==> src/rtl/ckgen_pkg.sv <==
`default_nettype none
package ckgen_pkg;
   // ---------------------------------------------------------------
   // register byte addresses
   // ---------------------------------------------------------------
   localparam logic [7:0] ADDR_CKSEL = 8'h00;
   localparam logic [7:0] ADDR_STSEL = 8'h04;
   localparam logic [7:0] ADDR_STCNT = 8'h08;
   localparam logic [7:0] ADDR_FOSC = 8'h0C;
   localparam logic [7:0] ADDR_SPEED = 8'h10;
   localparam logic [7:0] ADDR_HSOSC = 8'h14;
   localparam logic [7:0] ADDR_STATUS = 8'h18;
   // field positions
   localparam int CK_MDIV_LSB = 0;
   localparam int CK_SUBCLOCK_DIVIDE_BIT = 3;
   localparam int CK_MCM_BIT = 4;
   localparam int CK_CSS_BIT = 6;
   localparam int FOSC_EN_BIT = 0;
   localparam int FOSC_SEL_BIT = 1;
   // reset values
   localparam logic [7:0] CKSEL_RST = 8'h00;
   localparam logic [2:0] STSEL_RST = 3'h7;
   // bus answers
   localparam logic [1:0] RESP_OKAY = 2'h0;
   localparam logic [1:0] RESP_SLVERR = 2'h2;
   // timing: clock period, stall and fast oscillator settle wait
   localparam int CLK_NS = 25;
   localparam int STALL_HALF_CYCLES = 281;
   localparam int STALL_CYCLES = (STALL_HALF_CYCLES + 1) / 2;
   localparam int FOSC_WAIT_NS = 100000;
   localparam int FOSC_WAIT_CYC = (FOSC_WAIT_NS + CLK_NS - 1) / CLK_NS;
   // exponent offset of each stabilization step above the shortest one
   function automatic int stab_exp_ofs(input logic [2:0] sel);
      int t [8];
      t = '{0, 1, 2, 3, 5, 7, 9, 10};
      return t[sel];
   endfunction : stab_exp_ofs
endpackage : ckgen_pkg
`default_nettype wire

==> src/rtl/ckgen_div.sv <==
`default_nettype none
// ---------------------------------------------------------------
// power-of-two divider on a source tick
// ---------------------------------------------------------------
module ckgen_div #(
   parameter int W = 6
) (
   // clock and reset
   input wire logic aclk,
   input wire logic aresetn,
   // source tick and exponent
   input wire logic tick,
   input wire logic [2:0] div_exp,
   // divided pulse
   output logic pulse
);
   typedef struct packed {
      logic [W-1:0] cnt;
      logic pulse;
   } ckgen_div_st_t;
   ckgen_div_st_t s_q, s_d;
   logic [W-1:0] mask;

   // pulse every 2^exp ticks, at most 2^W as the counter wraps; exponent changes take effect mid-count
   always_comb
   begin
      mask = W'((1 << div_exp) - 1);
      s_d = s_q;
      s_d.pulse = 1'b0;
      if (tick)
      begin
         s_d.cnt = W'(s_q.cnt + 1'b1);
         s_d.pulse = ((s_q.cnt & mask) == mask);
      end
   end

   always_ff @(posedge aclk)
   begin
      if (!aresetn)
         s_q <= '0;
      else
         s_q <= s_d;
   end
   assign pulse = s_q.pulse;
endmodule : ckgen_div
`default_nettype wire

==> src/rtl/ckgen_stab.sv <==
`default_nettype none
// ---------------------------------------------------------------
// crystal oscillation stabilization counter
// ---------------------------------------------------------------
module ckgen_stab #(
   parameter int EXP_MIN = 8,
   parameter int CW = 19
) (
   // clock and reset
   input wire logic aclk,
   input wire logic aresetn,
   // crystal side
   input wire logic xtal_tick,
   input wire logic restart,
   input wire logic [2:0] sel,
   // status
   output logic [7:0] status,
   output logic done
);
   typedef struct packed {
      logic [CW-1:0] cnt;
      logic [7:0] status;
      logic done;
   } ckgen_stab_st_t;
   ckgen_stab_st_t s_q, s_d;
   logic [CW-1:0] target;

   // count up to the chosen time and then freeze
   always_comb
   begin
      target = CW'(1) << (EXP_MIN + ckgen_pkg::stab_exp_ofs(sel));
      s_d = s_q;
      if (restart)
         s_d = '0;
      else if (xtal_tick && !s_q.done)
         s_d.cnt = CW'(s_q.cnt + 1'b1);
      s_d.done = !restart && (s_d.cnt >= target);
      // thermometer of steps passed, never beyond the chosen step
      for (int i = 0; i < 8; i++)
         s_d.status[7-i] = (i <= sel) &&
            (s_d.cnt >= (CW'(1) << (EXP_MIN + ckgen_pkg::stab_exp_ofs(3'(i)))));
   end

   always_ff @(posedge aclk)
   begin
      if (!aresetn)
         s_q <= '0;
      else
         s_q <= s_d;
   end
   assign status = s_q.status;
   assign done = s_q.done;
endmodule : ckgen_stab
`default_nettype wire

==> src/rtl/ckgen_top.sv <==
`default_nettype none
module ckgen_top #(
   parameter int STAB_EXP_MIN = 8
) (
   // clock and reset
   input wire logic aclk,
   input wire logic aresetn,
   // axi4-lite write address and data
   input wire logic [7:0] s_axi_awaddr,
   input wire logic s_axi_awvalid,
   output logic s_axi_awready,
   input wire logic [31:0] s_axi_wdata,
   input wire logic [3:0] s_axi_wstrb,
   input wire logic s_axi_wvalid,
   output logic s_axi_wready,
   // axi4-lite write response
   output logic [1:0] s_axi_bresp,
   output logic s_axi_bvalid,
   input wire logic s_axi_bready,
   // axi4-lite read
   input wire logic [7:0] s_axi_araddr,
   input wire logic s_axi_arvalid,
   output logic s_axi_arready,
   output logic [31:0] s_axi_rdata,
   output logic [1:0] s_axi_rresp,
   output logic s_axi_rvalid,
   input wire logic s_axi_rready,
   // oscillator ticks and state
   input wire logic ihs_tick,
   input wire logic fast_tick,
   input wire logic xtal_tick,
   input wire logic sub_tick,
   input wire logic main_crystal_osc_running,
   input wire logic stop_mode,
   // clock enables and controls
   output logic cpu_clk_en,
   output logic periph_clk_en,
   output logic rtc_clk_en,
   output logic irq_hold,
   output logic cpu_stall,
   output logic analog_unsafe,
   output logic fast_osc_enable,
   output logic internal_hs_osc_stop
);
   typedef struct packed {
      logic awready, wready, bvalid, arready, rvalid;
      logic have_aw, have_w;
      logic [7:0] awaddr;
      logic [7:0] wdata;
      logic wstrb0;
      logic [1:0] bresp, rresp;
      logic [31:0] rdata;
      logic [7:0] cksel;
      logic [2:0] stsel;
      logic fosc_en, fosc_sel, high_speed_mode_bit, hs_stop;
      logic stall;
      logic [7:0] stall_cnt;
      logic [11:0] fosc_cnt;
      logic fosc_rdy;
      logic cpu_en, per_en, rtc_en, unsafe;
   } ckgen_top_st_t;
   ckgen_top_st_t s_q, s_d;

   logic [7:0] stab_status;
   logic stab_done;
   logic sys_pulse;
   logic src_tick;
   logic [2:0] div_exp;
   logic wr_go;
   logic cpu_source_select;

   // ---------------------------------------------------------------
   // register read decode
   // ---------------------------------------------------------------
   function automatic logic [32:0] rd_decode(input logic [7:0] a, input ckgen_top_st_t s,
                                             input logic [7:0] st, input logic dn);
      if (a == ckgen_pkg::ADDR_CKSEL)
         return {1'b1, 24'h0, s.cksel};
      else if (a == ckgen_pkg::ADDR_STSEL)
         return {1'b1, 29'h0, s.stsel};
      else if (a == ckgen_pkg::ADDR_STCNT)
         return {1'b1, 24'h0, st};
      else if (a == ckgen_pkg::ADDR_FOSC)
         return {1'b1, 30'h0, s.fosc_sel, s.fosc_en};
      else if (a == ckgen_pkg::ADDR_SPEED)
         return {1'b1, 31'h0, s.high_speed_mode_bit};
      else if (a == ckgen_pkg::ADDR_HSOSC)
         return {1'b1, 31'h0, s.hs_stop};
      else if (a == ckgen_pkg::ADDR_STATUS)
         return {1'b1, 28'h0, s.unsafe, s.fosc_rdy, dn, s.stall};
      else
         return {1'b0, 32'h0};
   endfunction : rd_decode

   // ---------------------------------------------------------------
   // clock source selection
   // ---------------------------------------------------------------
   // fast oscillator only counts as selected while it is enabled
   assign cpu_source_select = s_q.cksel[ckgen_pkg::CK_CSS_BIT];
   always_comb
   begin
      if (cpu_source_select)
         src_tick = sub_tick;
      else if (s_q.cksel[ckgen_pkg::CK_MCM_BIT])
         src_tick = xtal_tick;
      else if (s_q.fosc_sel && s_q.fosc_en)
         src_tick = fast_tick;
      else
         src_tick = ihs_tick;
      div_exp = cpu_source_select ? {2'h0, s_q.cksel[ckgen_pkg::CK_SUBCLOCK_DIVIDE_BIT]} :
                      s_q.cksel[ckgen_pkg::CK_MDIV_LSB +: 3];
   end

   ckgen_div #(
      .W(6)
   ) u_div (
      .aclk(aclk),
      .aresetn(aresetn),
      .tick(src_tick),
      .div_exp(div_exp),
      .pulse(sys_pulse)
   );

   // counter restarts whenever oscillation is absent or the part sleeps
   ckgen_stab #(
      .EXP_MIN(STAB_EXP_MIN),
      .CW(19)
   ) u_stab (
      .aclk(aclk),
      .aresetn(aresetn),
      .xtal_tick(xtal_tick),
      .restart(stop_mode || !main_crystal_osc_running),
      .sel(s_q.stsel),
      .status(stab_status),
      .done(stab_done)
   );

   // ---------------------------------------------------------------
   // next state: bus slave, registers, stall and enables
   // ---------------------------------------------------------------
   assign wr_go = s_q.have_aw && s_q.have_w && !s_q.bvalid;
   always_comb
   begin
      logic [32:0] rd;
      logic a_hit;
      rd = '0;
      a_hit = 1'b0;
      s_d = s_q;
      // address and data are taken independently, one write at a time
      if (s_axi_awvalid && s_q.awready)
      begin
         s_d.have_aw = 1'b1;
         s_d.awaddr = s_axi_awaddr;
      end
      if (s_axi_wvalid && s_q.wready)
      begin
         s_d.have_w = 1'b1;
         s_d.wdata = s_axi_wdata[7:0];
         s_d.wstrb0 = s_axi_wstrb[0];
      end
      s_d.awready = !s_d.have_aw && !s_d.bvalid;
      s_d.wready = !s_d.have_w && !s_d.bvalid;
      if (s_axi_bready && s_q.bvalid)
      begin
         s_d.bvalid = 1'b0;
         s_d.awready = !s_d.have_aw;
         s_d.wready = !s_d.have_w;
      end
      // stall runs on system clock pulses, the crystal count keeps going
      if (s_q.stall && sys_pulse)
      begin
         if (s_q.stall_cnt == 8'h00)
            s_d.stall = 1'b0;
         else
            s_d.stall_cnt = s_q.stall_cnt - 8'h01;
      end
      if (wr_go)
      begin
         s_d.have_aw = 1'b0;
         s_d.have_w = 1'b0;
         s_d.bvalid = 1'b1;
         s_d.awready = 1'b0;
         s_d.wready = 1'b0;
         rd = rd_decode(s_q.awaddr, s_q, stab_status, stab_done);
         a_hit = rd[32];
         s_d.bresp = a_hit ? ckgen_pkg::RESP_OKAY : ckgen_pkg::RESP_SLVERR;
         if (s_q.wstrb0)
         begin
            if (s_q.awaddr == ckgen_pkg::ADDR_CKSEL)
               s_d.cksel = s_q.wdata & 8'h5F;
            else if (s_q.awaddr == ckgen_pkg::ADDR_STSEL)
               s_d.stsel = s_q.wdata[2:0];
            else if (s_q.awaddr == ckgen_pkg::ADDR_FOSC)
            begin
               s_d.fosc_en = s_q.wdata[ckgen_pkg::FOSC_EN_BIT];
               s_d.fosc_sel = s_q.wdata[ckgen_pkg::FOSC_SEL_BIT];
            end
            else if (s_q.awaddr == ckgen_pkg::ADDR_SPEED)
            begin
               s_d.high_speed_mode_bit = s_q.wdata[0];
               if (s_q.wdata[0])
               begin
                  s_d.stall = 1'b1;
                  s_d.stall_cnt = 8'(ckgen_pkg::STALL_CYCLES - 1);
               end
            end
            else if (s_q.awaddr == ckgen_pkg::ADDR_HSOSC)
               s_d.hs_stop = s_q.wdata[0];
         end
      end
      // read: address taken, data answered on the next edge
      s_d.arready = !s_d.rvalid;
      if (s_axi_rready && s_q.rvalid)
      begin
         s_d.rvalid = 1'b0;
         s_d.arready = 1'b0;
      end
      if (s_axi_arvalid && s_q.arready)
      begin
         rd = rd_decode(s_axi_araddr, s_q, stab_status, stab_done);
         s_d.rvalid = 1'b1;
         s_d.arready = 1'b0;
         s_d.rdata = rd[31:0];
         s_d.rresp = rd[32] ? ckgen_pkg::RESP_OKAY : ckgen_pkg::RESP_SLVERR;
      end
      // settle timer for the fast oscillator, restarted when it is disabled
      if (!s_q.fosc_en)
      begin
         s_d.fosc_cnt = '0;
         s_d.fosc_rdy = 1'b0;
      end
      else if (s_q.fosc_cnt == 12'(ckgen_pkg::FOSC_WAIT_CYC - 1))
         s_d.fosc_rdy = 1'b1;
      else
         s_d.fosc_cnt = s_q.fosc_cnt + 12'h001;
      // one selected clock drives both CPU and peripherals
      s_d.per_en = sys_pulse;
      s_d.cpu_en = sys_pulse && !s_q.stall;
      s_d.rtc_en = sub_tick;
      s_d.unsafe = cpu_source_select;
   end

   always_ff @(posedge aclk)
   begin
      if (!aresetn)
      begin
         s_q <= '0;
         s_q.awready <= 1'b1;
         s_q.wready <= 1'b1;
         s_q.arready <= 1'b1;
         s_q.cksel <= ckgen_pkg::CKSEL_RST;
         s_q.stsel <= ckgen_pkg::STSEL_RST;
      end
      else
         s_q <= s_d;
   end

   // ---------------------------------------------------------------
   // outputs
   // ---------------------------------------------------------------
   assign s_axi_awready = s_q.awready;
   assign s_axi_wready = s_q.wready;
   assign s_axi_bresp = s_q.bresp;
   assign s_axi_bvalid = s_q.bvalid;
   assign s_axi_arready = s_q.arready;
   assign s_axi_rdata = s_q.rdata;
   assign s_axi_rresp = s_q.rresp;
   assign s_axi_rvalid = s_q.rvalid;
   assign cpu_clk_en = s_q.cpu_en;
   assign periph_clk_en = s_q.per_en;
   assign rtc_clk_en = s_q.rtc_en;
   assign cpu_stall = s_q.stall;
   // interrupts wait out the stall; the request itself is held upstream
   assign irq_hold = s_q.stall;
   assign analog_unsafe = s_q.unsafe;
   assign fast_osc_enable = s_q.fosc_en;
   assign internal_hs_osc_stop = s_q.hs_stop;
endmodule : ckgen_top
`default_nettype wire

==> config.mk <==
export PLATFORM = sky130hd
export DESIGN_NAME = ckgen_top
export DESIGN_NICKNAME = d
export VERILOG_FILES = /design/src/rtl/ckgen_pkg.sv /design/src/rtl/ckgen_div.sv /design/src/rtl/ckgen_stab.sv /design/src/rtl/ckgen_top.sv
export SDC_FILE = /design/constraint.sdc
export NUM_CORES = 1
export LEC_CHECK = 0
export BUFFER_PORTS_ARGS = -buffer_cell sky130_fd_sc_hd__buf_2
export CAP_MARGIN = 5
export CORE_AREA = 2 2 107 109
export CTS_BUF_LIST = sky130_fd_sc_hd__clkbuf_4
export CTS_CLUSTER_SIZE = 24
export DETAILED_ROUTE_END_ITERATION = 16
export DIE_AREA = 0 0 109 111
export GPL_TIMING_DRIVEN = 1
export PLACE_DENSITY = 0.72
export SLEW_MARGIN = 20
export SYNTH_ARGS = -nofsm -noshare
export SYNTH_HDL_FRONTEND = slang
export SYNTH_SLANG_ARGS = --single-unit
export TNS_END_PERCENT = 10
==> constraint.sdc <==
create_clock -name aclk -period 3.7 [get_ports aclk]
set_input_delay 0.185 -clock aclk [delete_from_list [all_inputs] [get_ports aclk]]
set_output_delay 0.185 -clock aclk [all_outputs]
set_load 0.01 [all_outputs]
==> metrics <==
Synth Cell Area 5350 um2; WP data arrival 3.27 ns; Detail Route Antenna Nets 0; vias in the first global route just under 4k; main area contributors after synthesis dfxtp_1, buf_4, nand2_1, nor2_1, ha_1; mux share of post-synthesis cell area 4.82%; drt first pass iters 4; Iter 0 DRT Violations 140; ant diodes 0; Switching Power a little under 0.5 mW; Clk pin slew, worst setup/hold paths 0.15 ns; Max-slew headroom between 40% and 50%; Hold Path Class in -> reg; crit end category flop; CTS Sinks approximately 110; LEAKAGE 2.33 nW; routed wl met2 5030 um; Seq/Total Area, Yosys 39.7%; Hold Fails Final Rpt 0; Worst-Margin Slew approximately 0.9 ns; drt drc 0; Chip Width 109 um; initial core utilization about half; total negative slack 0 ns; Yosys top cell by area dfxtp_1; RSZ-0062 raised after global routing no; Max Cap Viol 0; final period utilization about four fifths; CTS tree yes; total grt overflow 0; clk_lat worst skew between 0.4 and 0.5 ns; Max Clock Skew 0.0142 ns; critical path's top delay family compound AO/OA/AOI/OAI gates; Compound-Gate Fraction of Synth Area approximately 11%; most frequent cell after synthesis dfxtp_1; share of flip-flops with an asynchronous set or reset 0%; crit-path max cell delay 0.49 ns; Num CTS Buffers 9; Fillers ~1,000; fin nets 745; die height between 100 and 150 um; fin worst setup slack 0.805 ns; Critical Path Source Type flop; pin count of the biggest net entering global routing between 40 and 50; Sw Share 24.5%; routed via count 4,236; Netlist cell types 63; I/O pin cnt 114; maximum vdd ir drop approximately 240 uV; GRT Util Overall 18.3%; CP Class reg -> reg; Placed Cells ~780; share of the synthesized area in the top cell type around two fifths; cell area after layout about 5900 um2; Worst EP required around 4.1 ns; Top Metal Used met4; final-report max-slew violation count 0; Final GP Congestion 0.844; placed wire-length estimate roughly 7800 um; Final Non-Filler Cells 810; #FFs+latches synth 106; Clock power frac 33.4%; slowest CP cell dfxtp_1; Comb pwr share 7.5%; Int Pwr 1.52 mW; Critical Path Fanout Max 7; wire per inst 13.2 um; Reg power frac 59.1%; CTS Root Cell clkbuf_4; top post-synthesis cells by count dfxtp_1, nand2_1, nor2_1, buf_4; Synth Area in Simple Gates 26.4%; largest family of logic cells by synthesized area simple AND/OR/NAND/NOR gates; Cell Pwr Density 343 nW/um2; Cells after Synth ~610; Area after DPL 5520 um2; setup violators final 0; fraction of the mapped netlist area in adder cells 3.98%; predominant post-synthesis flop cell dfxtp_1; fmax 0.345 GHz; Area Overhead vs Synth 9.46%; largest buffer count on any clock path 2; hold slack final around 0.054 ns; H-tree Lvls 3; crit-path cells ha_1 > nand3_2 > nor2_1 > and3_1 > xnor2_1 > nor2_1 > ha_1 > o21a_1 > o21a_1 > o21a_1 > o2111ai_1 > a21oi_1 > o31a_1; Avg Inst Size Synth 8.73 um2; Buf+Inv Stages, Crit Path 0; PortBufs 58; # rows 39; die area 12,100 um2; fraction of layout cells with a size suffix above 1 14.2%; first-pass GRT wire length 18,000 um; Yosys Warn Count 0; via/cell ratio 5.23; XOR/XNOR Fraction of Synth Area 5.90%; WL met3 451 um; Top cell by count, worst path o21a_1; Metal-1 WL 5000 um; final WL 10,700 um; minimum clock period 2.90 ns; Post-synth EDFFs 0; status complete, no violations; pre-CTS setup slack 0.830 ns; initial antenna violation count 0; core region area around 11,000 um2
through the flow:
step           total power [mW]  util, %
6_report                   2.01     52.8
5_1_grt                    2.10     52.8
4_1_cts                    2.02     52.8
3_5_place_dp               1.35     49.8
2_1_floorplan              1.33        -
3_3_place_gp               1.34     49.8
routing by layer:
metal  up-vias  track usage [%]
met5         -                0
met4         0             5.90
met3        11             4.53
met2        82             29.9
met1      1997             23.6
li1       2146                -
state kept, by name, indices dropped and copies added (netlist names), 6 cells and up:
signal / count
s_q: 48
u_div.s_q: 6
u_stab.s_q: 19
s_axi_rdata: 8
u_stab.status: 8
logic make-up after synthesis:
group | count (synthesis)
and+or+nand+nor | 273
DFF | 106
AOI/OAI and AO/OA | 85
buffers and inverters | 69
xor gates and xnor gates | 36
muxes | 24
adders and majority gates | 17
other | 2
cells in the final DEF (no fill, tap or decap), types with 5 or more instances in the layout:
master / instances
ha_1: 17
o21a_1: 6
a22oi_1: 5
nand4_1: 12
dfxtp_1: 106
inv_1: 6
dlygate4sd3_1: 17
nor4_1: 7
xnor2_1: 24
nor3_1: 16
mux2i_1: 19
buf_2: 58
nor2_1: 61
xor2_1: 12
and2_1: 18
clkbuf_4: 10
nand2b_1: 5
nor2b_1: 24
and3_1: 8
a21boi_0: 24
a21oi_1: 14
nand3_1: 19
o21ai_0: 12
conb_1: 29
nand2_1: 78
worst reg2reg max path, delay by kind of cell, from the launching register on:
family / cells / cell delay (ns)
DFF: 1 / 0.49
and+or+nand+nor: 4 / 0.60
xor gates and xnor gates: 1 / 0.14
adders and majority gates: 2 / 0.55
AOI/OAI and AO/OA: 6 / 1.02
area by class of cell:
type	count	area (um2)	share of cell area, %
multi-input cells	464	2900	49.5
repair buffers	76	468	8.00
well taps	143	179	3.06
inverters	6	22.5	0.385
flip-flops and latches	106	2120	36.3
clock buffers	10	75.1	1.28
clock inverters	5	87.6	1.50
power groups by stage:
stage | combinational, mW | sequential (mW) | clock (mW)
2_1_floorplan | 0.119 | 1.21 | 0
4_1_cts | 0.152 | 1.19 | 0.686
3_5_place_dp | 0.138 | 1.21 | 0
5_1_grt | 0.170 | 1.19 | 0.739
6_report | 0.151 | 1.19 | 0.671
3_3_place_gp | 0.134 | 1.21 | 0
repair_timing:
item	in CTS	in global routing
setup endpoints to repair	0	0
hold buffers	17	0
setup buffers	0	0
endpoints found under the hold margin	17	0
gates resized for setup	0	0
final timing paths:
check / to / from / cells after the start / slack, ns
setup / recovery: u_stab.done / u_stab.s_q[9] / 13 / 0.80
hold / removal: s_axi_bvalid / s_axi_bready / 3 / 0.05
setup reg to reg: u_stab.done / u_stab.s_q[9] / 13 / 0.80
hold reg to reg: s_q[81] / s_q[81] / 2 / 0.48
No activity file was read; power rests on OpenSTA's default activity.
